**config.mk**
```make
export PLATFORM = sky130hd
export DESIGN_NAME = ocs_clock_ctrl
export DESIGN_NICKNAME = d
export VERILOG_FILES = /design/src/rtl/ocs_switch.v /design/src/rtl/ocs_clock_ctrl.v
export VERILOG_INCLUDE_DIRS = /design/src /design/src/include
export SDC_FILE = /design/constraint.sdc
export NUM_CORES = 1
export LEC_CHECK = 0
export BUFFER_PORTS_ARGS = -buffer_cell sky130_fd_sc_hd__buf_2
export CAP_MARGIN = 20
export CORE_ASPECT_RATIO = 0.7
export CORE_MARGIN = 8
export CORE_UTILIZATION = 37
export DETAILED_ROUTE_END_ITERATION = 12
export PLACE_DENSITY = 0.76
export SLEW_MARGIN = 10
export SYNTH_ARGS = -nofsm -noshare
export SYNTH_HDL_FRONTEND = slang
export SYNTH_SLANG_ARGS = --single-unit
```
**constraint.sdc**
```tcl
create_clock -name pclk -period 2 [get_ports pclk]
set_input_delay 0.3 -clock pclk [delete_from_list [all_inputs] [get_ports pclk]]
set_output_delay 0.3 -clock pclk [all_outputs]
set_load 0.05 [all_outputs]
```
**src/include/ocs_defs.vh**
```
// register map, field positions and reset values of the clock switch
`ifndef OCS_DEFS_VH
`define OCS_DEFS_VH

// ==========================================================
// register byte offsets
`define OCS_ADDR_W          12
`define OCS_OFS_RUN_CTRL    12'h000
`define OCS_OFS_CLK_SEL     12'h004
`define OCS_OFS_SUB_SEL     12'h008

// ==========================================================
// oscillator run control fields
`define OCS_RUN_HIGH_STOP   0
`define OCS_RUN_MID_EN      1
`define OCS_RUN_FIXED_ONE   6
`define OCS_RUN_X1_STOP     7

// ==========================================================
// clock source selection fields
`define OCS_SEL_MAIN_ONCHIP 0
`define OCS_SEL_MAIN_STAT   1
`define OCS_SEL_MAIN_SYS    4
`define OCS_SEL_SYS_STAT    5
`define OCS_SEL_SUB_SEL     6
`define OCS_SEL_SUB_STAT    7

// ==========================================================
// subsystem source select fields
`define OCS_SUB_LOW_SEL     0

// ==========================================================
// reset values of the stored bits
`define OCS_RST_HIGH_STOP   1'b0
`define OCS_RST_MID_EN      1'b0
`define OCS_RST_X1_STOP     1'b1
`define OCS_RST_MAIN_ONCHIP 1'b0
`define OCS_RST_MAIN_SYS    1'b0
`define OCS_RST_SUB_SEL     1'b0
`define OCS_RST_LOW_SEL     1'b0

// ==========================================================
// source one-hot codes and break-before-make gap
`define OCS_SRC_NONE        3'h0
`define OCS_SRC_HIGH        3'h1
`define OCS_SRC_MID         3'h2
`define OCS_SRC_LOW         3'h4
`define OCS_GAP_CYC         2'h2

`endif

```
**src/rtl/ocs_switch.v**
```verilog
// break-before-make selector of the cpu/peripheral clock source
`timescale 1ns/1ps
`include "ocs_defs.vh"

module ocs_switch (
	// clock and reset
	input  wire       pclk,
	input  wire       presetn,
	// requested sources
	input  wire       main_onchip_source_select,
	input  wire       subsystem_select,
	// oscillator running indications
	input  wire       high_osc_ready,
	input  wire       mid_osc_ready,
	input  wire       low_osc_ready,
	// gate selects and status
	output wire [2:0] clk_gate_sel,
	output wire       main_onchip_source_status,
	output wire       subsystem_active_status
);

	// ======================================================
	// states
	localparam [2:0] ST_RUN   = 3'b001;
	localparam [2:0] ST_BREAK = 3'b010;
	localparam [2:0] ST_MAKE  = 3'b100;

	reg [2:0] state_q;
	reg [2:0] state_d;
	reg [1:0] gap_q;
	reg [1:0] gap_d;
	reg [2:0] gate_q;
	reg [2:0] gate_d;
	reg       main_q;
	reg       main_d;
	reg       sub_q;
	reg       sub_d;
	reg [2:0] tgt_q;
	reg [2:0] tgt_d;

	// ======================================================
	// wanted source and its readiness
	wire [2:0] want_src = subsystem_select ? `OCS_SRC_LOW :
		(main_onchip_source_select ? `OCS_SRC_MID : `OCS_SRC_HIGH);
	wire       want_rdy = subsystem_select ? low_osc_ready :
		(main_onchip_source_select ? mid_osc_ready : high_osc_ready);
	wire       main_rdy = main_onchip_source_select ? mid_osc_ready :
		high_osc_ready;

	// ======================================================
	// next state
	always @* begin
		state_d = state_q;
		gap_d   = gap_q;
		gate_d  = gate_q;
		main_d  = main_q;
		sub_d   = sub_q;
		tgt_d   = tgt_q;
		case (state_q)
			ST_RUN: begin
				// switch only to a running source
				if (want_src != gate_q && want_rdy) begin
					tgt_d   = want_src;
					gate_d  = `OCS_SRC_NONE;
					gap_d   = `OCS_GAP_CYC;
					state_d = ST_BREAK;
				end else if (subsystem_select && sub_q &&
					main_onchip_source_select != main_q && main_rdy) begin
					// main path retargeted while idle under low clock
					main_d = main_onchip_source_select;
				end
			end
			ST_BREAK: begin
				// all gates closed for the gap
				gap_d = gap_q - 2'h1;
				if (gap_q == 2'h1)
					state_d = ST_MAKE;
			end
			ST_MAKE: begin
				// new source now drives the clock
				gate_d  = tgt_q;
				// main on-chip status after the make
				if (tgt_q != `OCS_SRC_LOW)
					main_d = (tgt_q == `OCS_SRC_MID);
				sub_d   = (tgt_q == `OCS_SRC_LOW);
				state_d = ST_RUN;
			end
			default: begin
				state_d = ST_RUN;
			end
		endcase
	end

	always @(posedge pclk or negedge presetn) begin
		if (!presetn) begin
			state_q <= ST_RUN;
			gap_q   <= 2'h0;
			gate_q  <= `OCS_SRC_HIGH;
			main_q  <= 1'b0;
			sub_q   <= 1'b0;
			tgt_q   <= `OCS_SRC_HIGH;
		end else begin
			state_q <= state_d;
			gap_q   <= gap_d;
			gate_q  <= gate_d;
			main_q  <= main_d;
			sub_q   <= sub_d;
			tgt_q   <= tgt_d;
		end
	end

	assign clk_gate_sel              = gate_q;
	assign main_onchip_source_status = main_q;
	assign subsystem_active_status   = sub_q;

endmodule // ocs_switch

```
**src/rtl/ocs_clock_ctrl.v**
```verilog
// on-chip oscillator control registers and clock source switching
//
// The placing of the registers and the APB interface to the registers were left to the implementer.
`timescale 1ns/1ps
`include "ocs_defs.vh"

module ocs_clock_ctrl (
	// clock and reset
	input  wire        pclk,
	input  wire        presetn,
	// apb slave
	input  wire        psel,
	input  wire        penable,
	input  wire        pwrite,
	input  wire [11:0] paddr,
	input  wire [31:0] pwdata,
	output wire        pready,
	output reg  [31:0] prdata,
	output reg         pslverr,
	// oscillator running indications
	input  wire        high_osc_ready,
	input  wire        mid_osc_ready,
	input  wire        low_osc_ready,
	// oscillator enables
	output wire        high_osc_en,
	output wire        mid_osc_en,
	output wire        low_osc_en,
	output wire        x1_osc_en,
	// cpu/peripheral clock gate selects, one-hot high/mid/low
	output wire [2:0]  clk_gate_sel
);

	// ======================================================
	// stored control bits
	reg high_osc_stop_q;
	reg mid_osc_enable_q;
	reg x1_osc_stop_q;
	reg main_onchip_source_select_q;
	reg main_system_source_select_q;
	reg subsystem_select_q;
	reg low_osc_select_q;

	wire main_onchip_source_status;
	wire subsystem_active_status;

	// ======================================================
	// address decode
	function [1:0] dec_reg;
		input [11:0] a;
		begin
			case (a)
				`OCS_OFS_RUN_CTRL: dec_reg = 2'h1;
				`OCS_OFS_CLK_SEL:  dec_reg = 2'h2;
				`OCS_OFS_SUB_SEL:  dec_reg = 2'h3;
				default:           dec_reg = 2'h0;
			endcase
		end
	endfunction

	wire [1:0] reg_idx  = dec_reg(paddr);
	wire       setup    = psel && !penable;
	wire       wr_acc   = psel && penable && pwrite;

	assign pready = 1'b1;

	// ======================================================
	// read data image
	reg [7:0] rd_byte;
	always @* begin
		rd_byte = 8'h00;
		case (reg_idx)
			2'h1: begin
				rd_byte[`OCS_RUN_HIGH_STOP] = high_osc_stop_q;
				rd_byte[`OCS_RUN_MID_EN]    = mid_osc_enable_q;
				rd_byte[`OCS_RUN_FIXED_ONE] = 1'b1;
				rd_byte[`OCS_RUN_X1_STOP]   = x1_osc_stop_q;
			end
			2'h2: begin
				rd_byte[`OCS_SEL_MAIN_ONCHIP] = main_onchip_source_select_q;
				rd_byte[`OCS_SEL_MAIN_STAT]   = main_onchip_source_status;
				rd_byte[`OCS_SEL_MAIN_SYS]    = main_system_source_select_q;
				rd_byte[`OCS_SEL_SYS_STAT]    = 1'b0;
				rd_byte[`OCS_SEL_SUB_SEL]     = subsystem_select_q;
				rd_byte[`OCS_SEL_SUB_STAT]    = subsystem_active_status;
			end
			2'h3: begin
				rd_byte[`OCS_SUB_LOW_SEL] = low_osc_select_q;
			end
			default: begin
				rd_byte = 8'h00;
			end
		endcase
	end

	// ======================================================
	// apb answer, captured in the setup cycle
	always @(posedge pclk or negedge presetn) begin
		if (!presetn) begin
			prdata  <= 32'h0000_0000;
			pslverr <= 1'b0;
		end else if (setup) begin
			prdata  <= {24'h00_0000, rd_byte};
			pslverr <= (reg_idx == 2'h0);
		end
	end

	// ======================================================
	// register writes
	always @(posedge pclk or negedge presetn) begin
		if (!presetn) begin
			high_osc_stop_q             <= `OCS_RST_HIGH_STOP;
			mid_osc_enable_q            <= `OCS_RST_MID_EN;
			x1_osc_stop_q               <= `OCS_RST_X1_STOP;
			main_onchip_source_select_q <= `OCS_RST_MAIN_ONCHIP;
			main_system_source_select_q <= `OCS_RST_MAIN_SYS;
			subsystem_select_q          <= `OCS_RST_SUB_SEL;
			low_osc_select_q            <= `OCS_RST_LOW_SEL;
		end else if (wr_acc) begin
			case (reg_idx)
				2'h1: begin
					high_osc_stop_q  <= pwdata[`OCS_RUN_HIGH_STOP];
					mid_osc_enable_q <= pwdata[`OCS_RUN_MID_EN];
					x1_osc_stop_q    <= pwdata[`OCS_RUN_X1_STOP];
				end
				2'h2: begin
					main_onchip_source_select_q <=
						pwdata[`OCS_SEL_MAIN_ONCHIP];
					main_system_source_select_q <=
						pwdata[`OCS_SEL_MAIN_SYS];
					subsystem_select_q <= pwdata[`OCS_SEL_SUB_SEL];
				end
				2'h3: begin
					low_osc_select_q <= pwdata[`OCS_SUB_LOW_SEL];
				end
				default: begin
					low_osc_select_q <= low_osc_select_q;
				end
			endcase
		end
	end

	// ======================================================
	// oscillator enables; the source in use is never stopped
	// active source held running
	assign high_osc_en = !high_osc_stop_q || clk_gate_sel[0];
	// middle oscillator runs while enabled or in use
	assign mid_osc_en  = mid_osc_enable_q || clk_gate_sel[1];
	assign low_osc_en  = low_osc_select_q || clk_gate_sel[2];
	assign x1_osc_en   = !x1_osc_stop_q;

	// ======================================================
	// source switch
	ocs_switch u_switch (
		.pclk                      (pclk),
		.presetn                   (presetn),
		.main_onchip_source_select (main_onchip_source_select_q),
		.subsystem_select          (subsystem_select_q),
		.high_osc_ready            (high_osc_ready),
		.mid_osc_ready             (mid_osc_ready),
		.low_osc_ready             (low_osc_ready && low_osc_select_q),
		.clk_gate_sel              (clk_gate_sel),
		.main_onchip_source_status (main_onchip_source_status),
		.subsystem_active_status   (subsystem_active_status)
	);

endmodule // ocs_clock_ctrl

```
==> results.md <==
* Slew Limit Fails at 0
* Post-synth EDFFs at 0
* Antenna Cells at 0
* Final Cycle Share at 0.929
* DRT iter0 DRCs at 67
* Final Hold Viols at 0
* CTS Buffer Depth at 2
* Avg Cell Area, Syn at 9.67 um^2
* GRT Total Usage at 0.107
* PwrDens at 740 nW/um^2
* Critical path endpoint category: flip-flop
* Syn. warnings at 0
* CTS Buf Count at 3
* Final Skew at 0.00792 ns
* Max transition margin at 0.629
* Crit Path Max Fanout at 6
* Hold buffers post-CTS at 0
* Tmin final at 1.86 ns
* Pre-antenna DRT Iters at 4
* DP HPWL at 2810 um
* Mapped cell area at 1590 um^2
* Critical path class: flip-flop to flip-flop
* Starting Density at 0.375
* Final Wtd Congestion at 0.857
* Routed length per placed instance at 13.3 um
* Hold Crit Class: input port to async pin
* Startpoint type of the worst setup path: flip-flop
* FF+latch count, synth at 26
* Layout cells sized above 1 at 0.299
* Layout Nets at 262
* Post-synthesis async set-or-reset flop share at 1.00
* Drt drc at 0
* Initial antenna violation count at 0
* Max Cap Viol at 0
* Vias per cell at 4.63
* First-pass GRT wire length at 5870 um
* Routed Antenna Nets at 0
* Largest net degree at the start of global routing at 27
* Power Total at 1.33 mW
* Area growth syn-to-layout at 12.9%
* Die area at 6670 um^2
* TritonCTS clock tree: done
* Synthesized instance count at 164
* DRT Wirelength at 3440 um
* Filler instances at 423
* Post-cts sizing count at 0
* IO Pins at 93
* Core area at 4230 um^2
* Vias in the first global route at 1219
* Die W at 94.3 um
* Clock root buffer: clkbuf_8
* Sequential share of the synthesized area at 0.413
* Via count at 1200
* Clk sinks at 26
* Unrepaired setup endpoints after global routing: no
* Leakage power at 0.932 nW
* H-tree Lvls at 1
* Number of port buffers at 37
* Area of the multi-input gates at 781 um^2
* Clk pin slew, worst setup/hold paths at 0.09 ns
* Clock Latency Late Sink at 0.27 ns
* Commonest cells after routing, fill and taps aside: buf_2 (37), conb_1 (28), dfrtp_1 (22)
* Post-CTS setup buffer count at 0
* Setup TNS at 0 ns
* Critical path required time at 2.16 ns
* Cell variety after synth at 42
* Max VDD drop at 0.388 mV
* Row count at 20
* Most common flop cell mapped by yosys: dfrtp_1
* Worst-Margin Slew at 0.557 ns
* Register Area at 656 um^2
* Final core utilization at 0.424
* Die Y-Extent at 70.8 um
* Critical Path AT at 2.01 ns
* Most common cell after layout, fill and taps aside: buf_2
* Total global routing overflow at 0
* Final setup vio count at 0
* Max Fclk at 538 MHz
* Outcome: finished clean
## power by group
part,switching [mW],internal [mW]
Sequential,0.0469,0.591
Clock,0.160,0.143
Combinational,0.254,0.130
Total,0.461,0.864
## layer usage
metal / vias to the layer above / track usage / share of wire
met1: 559 / 0.147 / 0.48
met5: - / 0 / 0
met2: 43 / 0.159 / 0.44
met4: 0 / 0.0333 / 0.013
li1: 594 / - / -
met3: 4 / 0.0243 / 0.063
## worst max-delay path, cell delays in order (launching register included)
cell and delay (ns):
dfstp_2 0.57, or3b_1 0.39, a32o_2 0.32, o21a_4 0.24
a211o_1 0.22
## flip-flops by register name, summed over array words and instances, names as in the netlist
| name | count |
|---|---|
| pslverr | 1 |
| high_osc_stop_q | 1 |
| u_switch.gap_q | 2 |
| x1_osc_stop_q | 1 |
| main_onchip_source_select_q | 1 |
| u_switch.main_onchip_source_status | 1 |
| u_switch.state_q | 3 |
| mid_osc_enable_q | 1 |
| low_osc_select_q | 1 |
| subsystem_select_q | 1 |
| main_system_source_select_q | 1 |
| u_switch.subsystem_active_status | 1 |
| u_switch.tgt_q | 3 |
| u_switch.clk_gate_sel | 3 |
| prdata | 5 |
## cells in the mapped netlist (all sizes together), types with 2 or more instances
cell,instances,share of area
and3b,2,0.011
dfrtp,22,0.35
a22oi,2,0.0095
mux2i,2,0.013
nor2,13,0.031
or3b,4,0.022
mux2,9,0.064
or2,3,0.012
a21oi,2,0.0063
nor4,3,0.012
nand3,2,0.0063
o22ai,2,0.0079
conb,2,0.0047
nand2,13,0.031
o21ai,7,0.022
nor3,3,0.0095
and2,2,0.0079
inv,7,0.017
ha,5,0.039
nand2b,3,0.012
a211o,2,0.011
clkbuf,3,0.0071
and3,3,0.012
nor3b,4,0.022
buf,28,0.13
dfstp,4,0.066
## cells by family after synthesis
group | share of synthesized area
AO/OA/AOI/OAI | 0.105
XOR/XNOR | 0.00552
adder cells (fa/ha/maj) | 0.0394
buffers and inverters | 0.156
flip-flops | 0.413
multiplexers | 0.0765
other | 0.00473
AND/OR/NAND/NOR | 0.200
## layout make-up
cell class | count | share of cell area
Clock buffer | 4 | 0.0251
Inverter | 7 | 0.0147
Multi-Input combinational cell | 126 | 0.436
Sequential cell | 26 | 0.366
Tap cell | 55 | 0.0384
Timing Repair Buffer | 41 | 0.120
## per-stage QoR
step | instance area (um^2) | worst slack (ns) | cells | hold WS [ns]
2_1_floorplan | 1680 | 0.0452 | 190 | 0.00441
3_3_place_gp | 1750 | 0.0825 | 255 | 0.333
3_5_place_dp | 1750 | -0.00221 | 255 | 0.335
4_1_cts | 1790 | 0.140 | 259 | 0.0380
5_1_grt | 1790 | 0.0729 | 259 | 0.0479
6_report | 1790 | 0.142 | 259 | 0.0122
## worst paths after layout
kind / from / end / slack [ns] / depth (start not counted)
max in group asynchronous: presetn / u_switch.state_q[0] / 1.61 / 1
setup reg to reg: u_switch.clk_gate_sel[0] / u_switch.gap_q[1] / 0.14 / 4
hold / removal: presetn / u_switch.tgt_q[2] / 0.01 / 1
setup / recovery: u_switch.clk_gate_sel[0] / u_switch.gap_q[1] / 0.14 / 4
hold reg to reg: prdata[4] / prdata[4] / 0.48 / 2
min in group pclk: pwdata[4] / main_system_source_select_q / 0.25 / 2
Note: power is estimated with default switching activity, not from simulation.
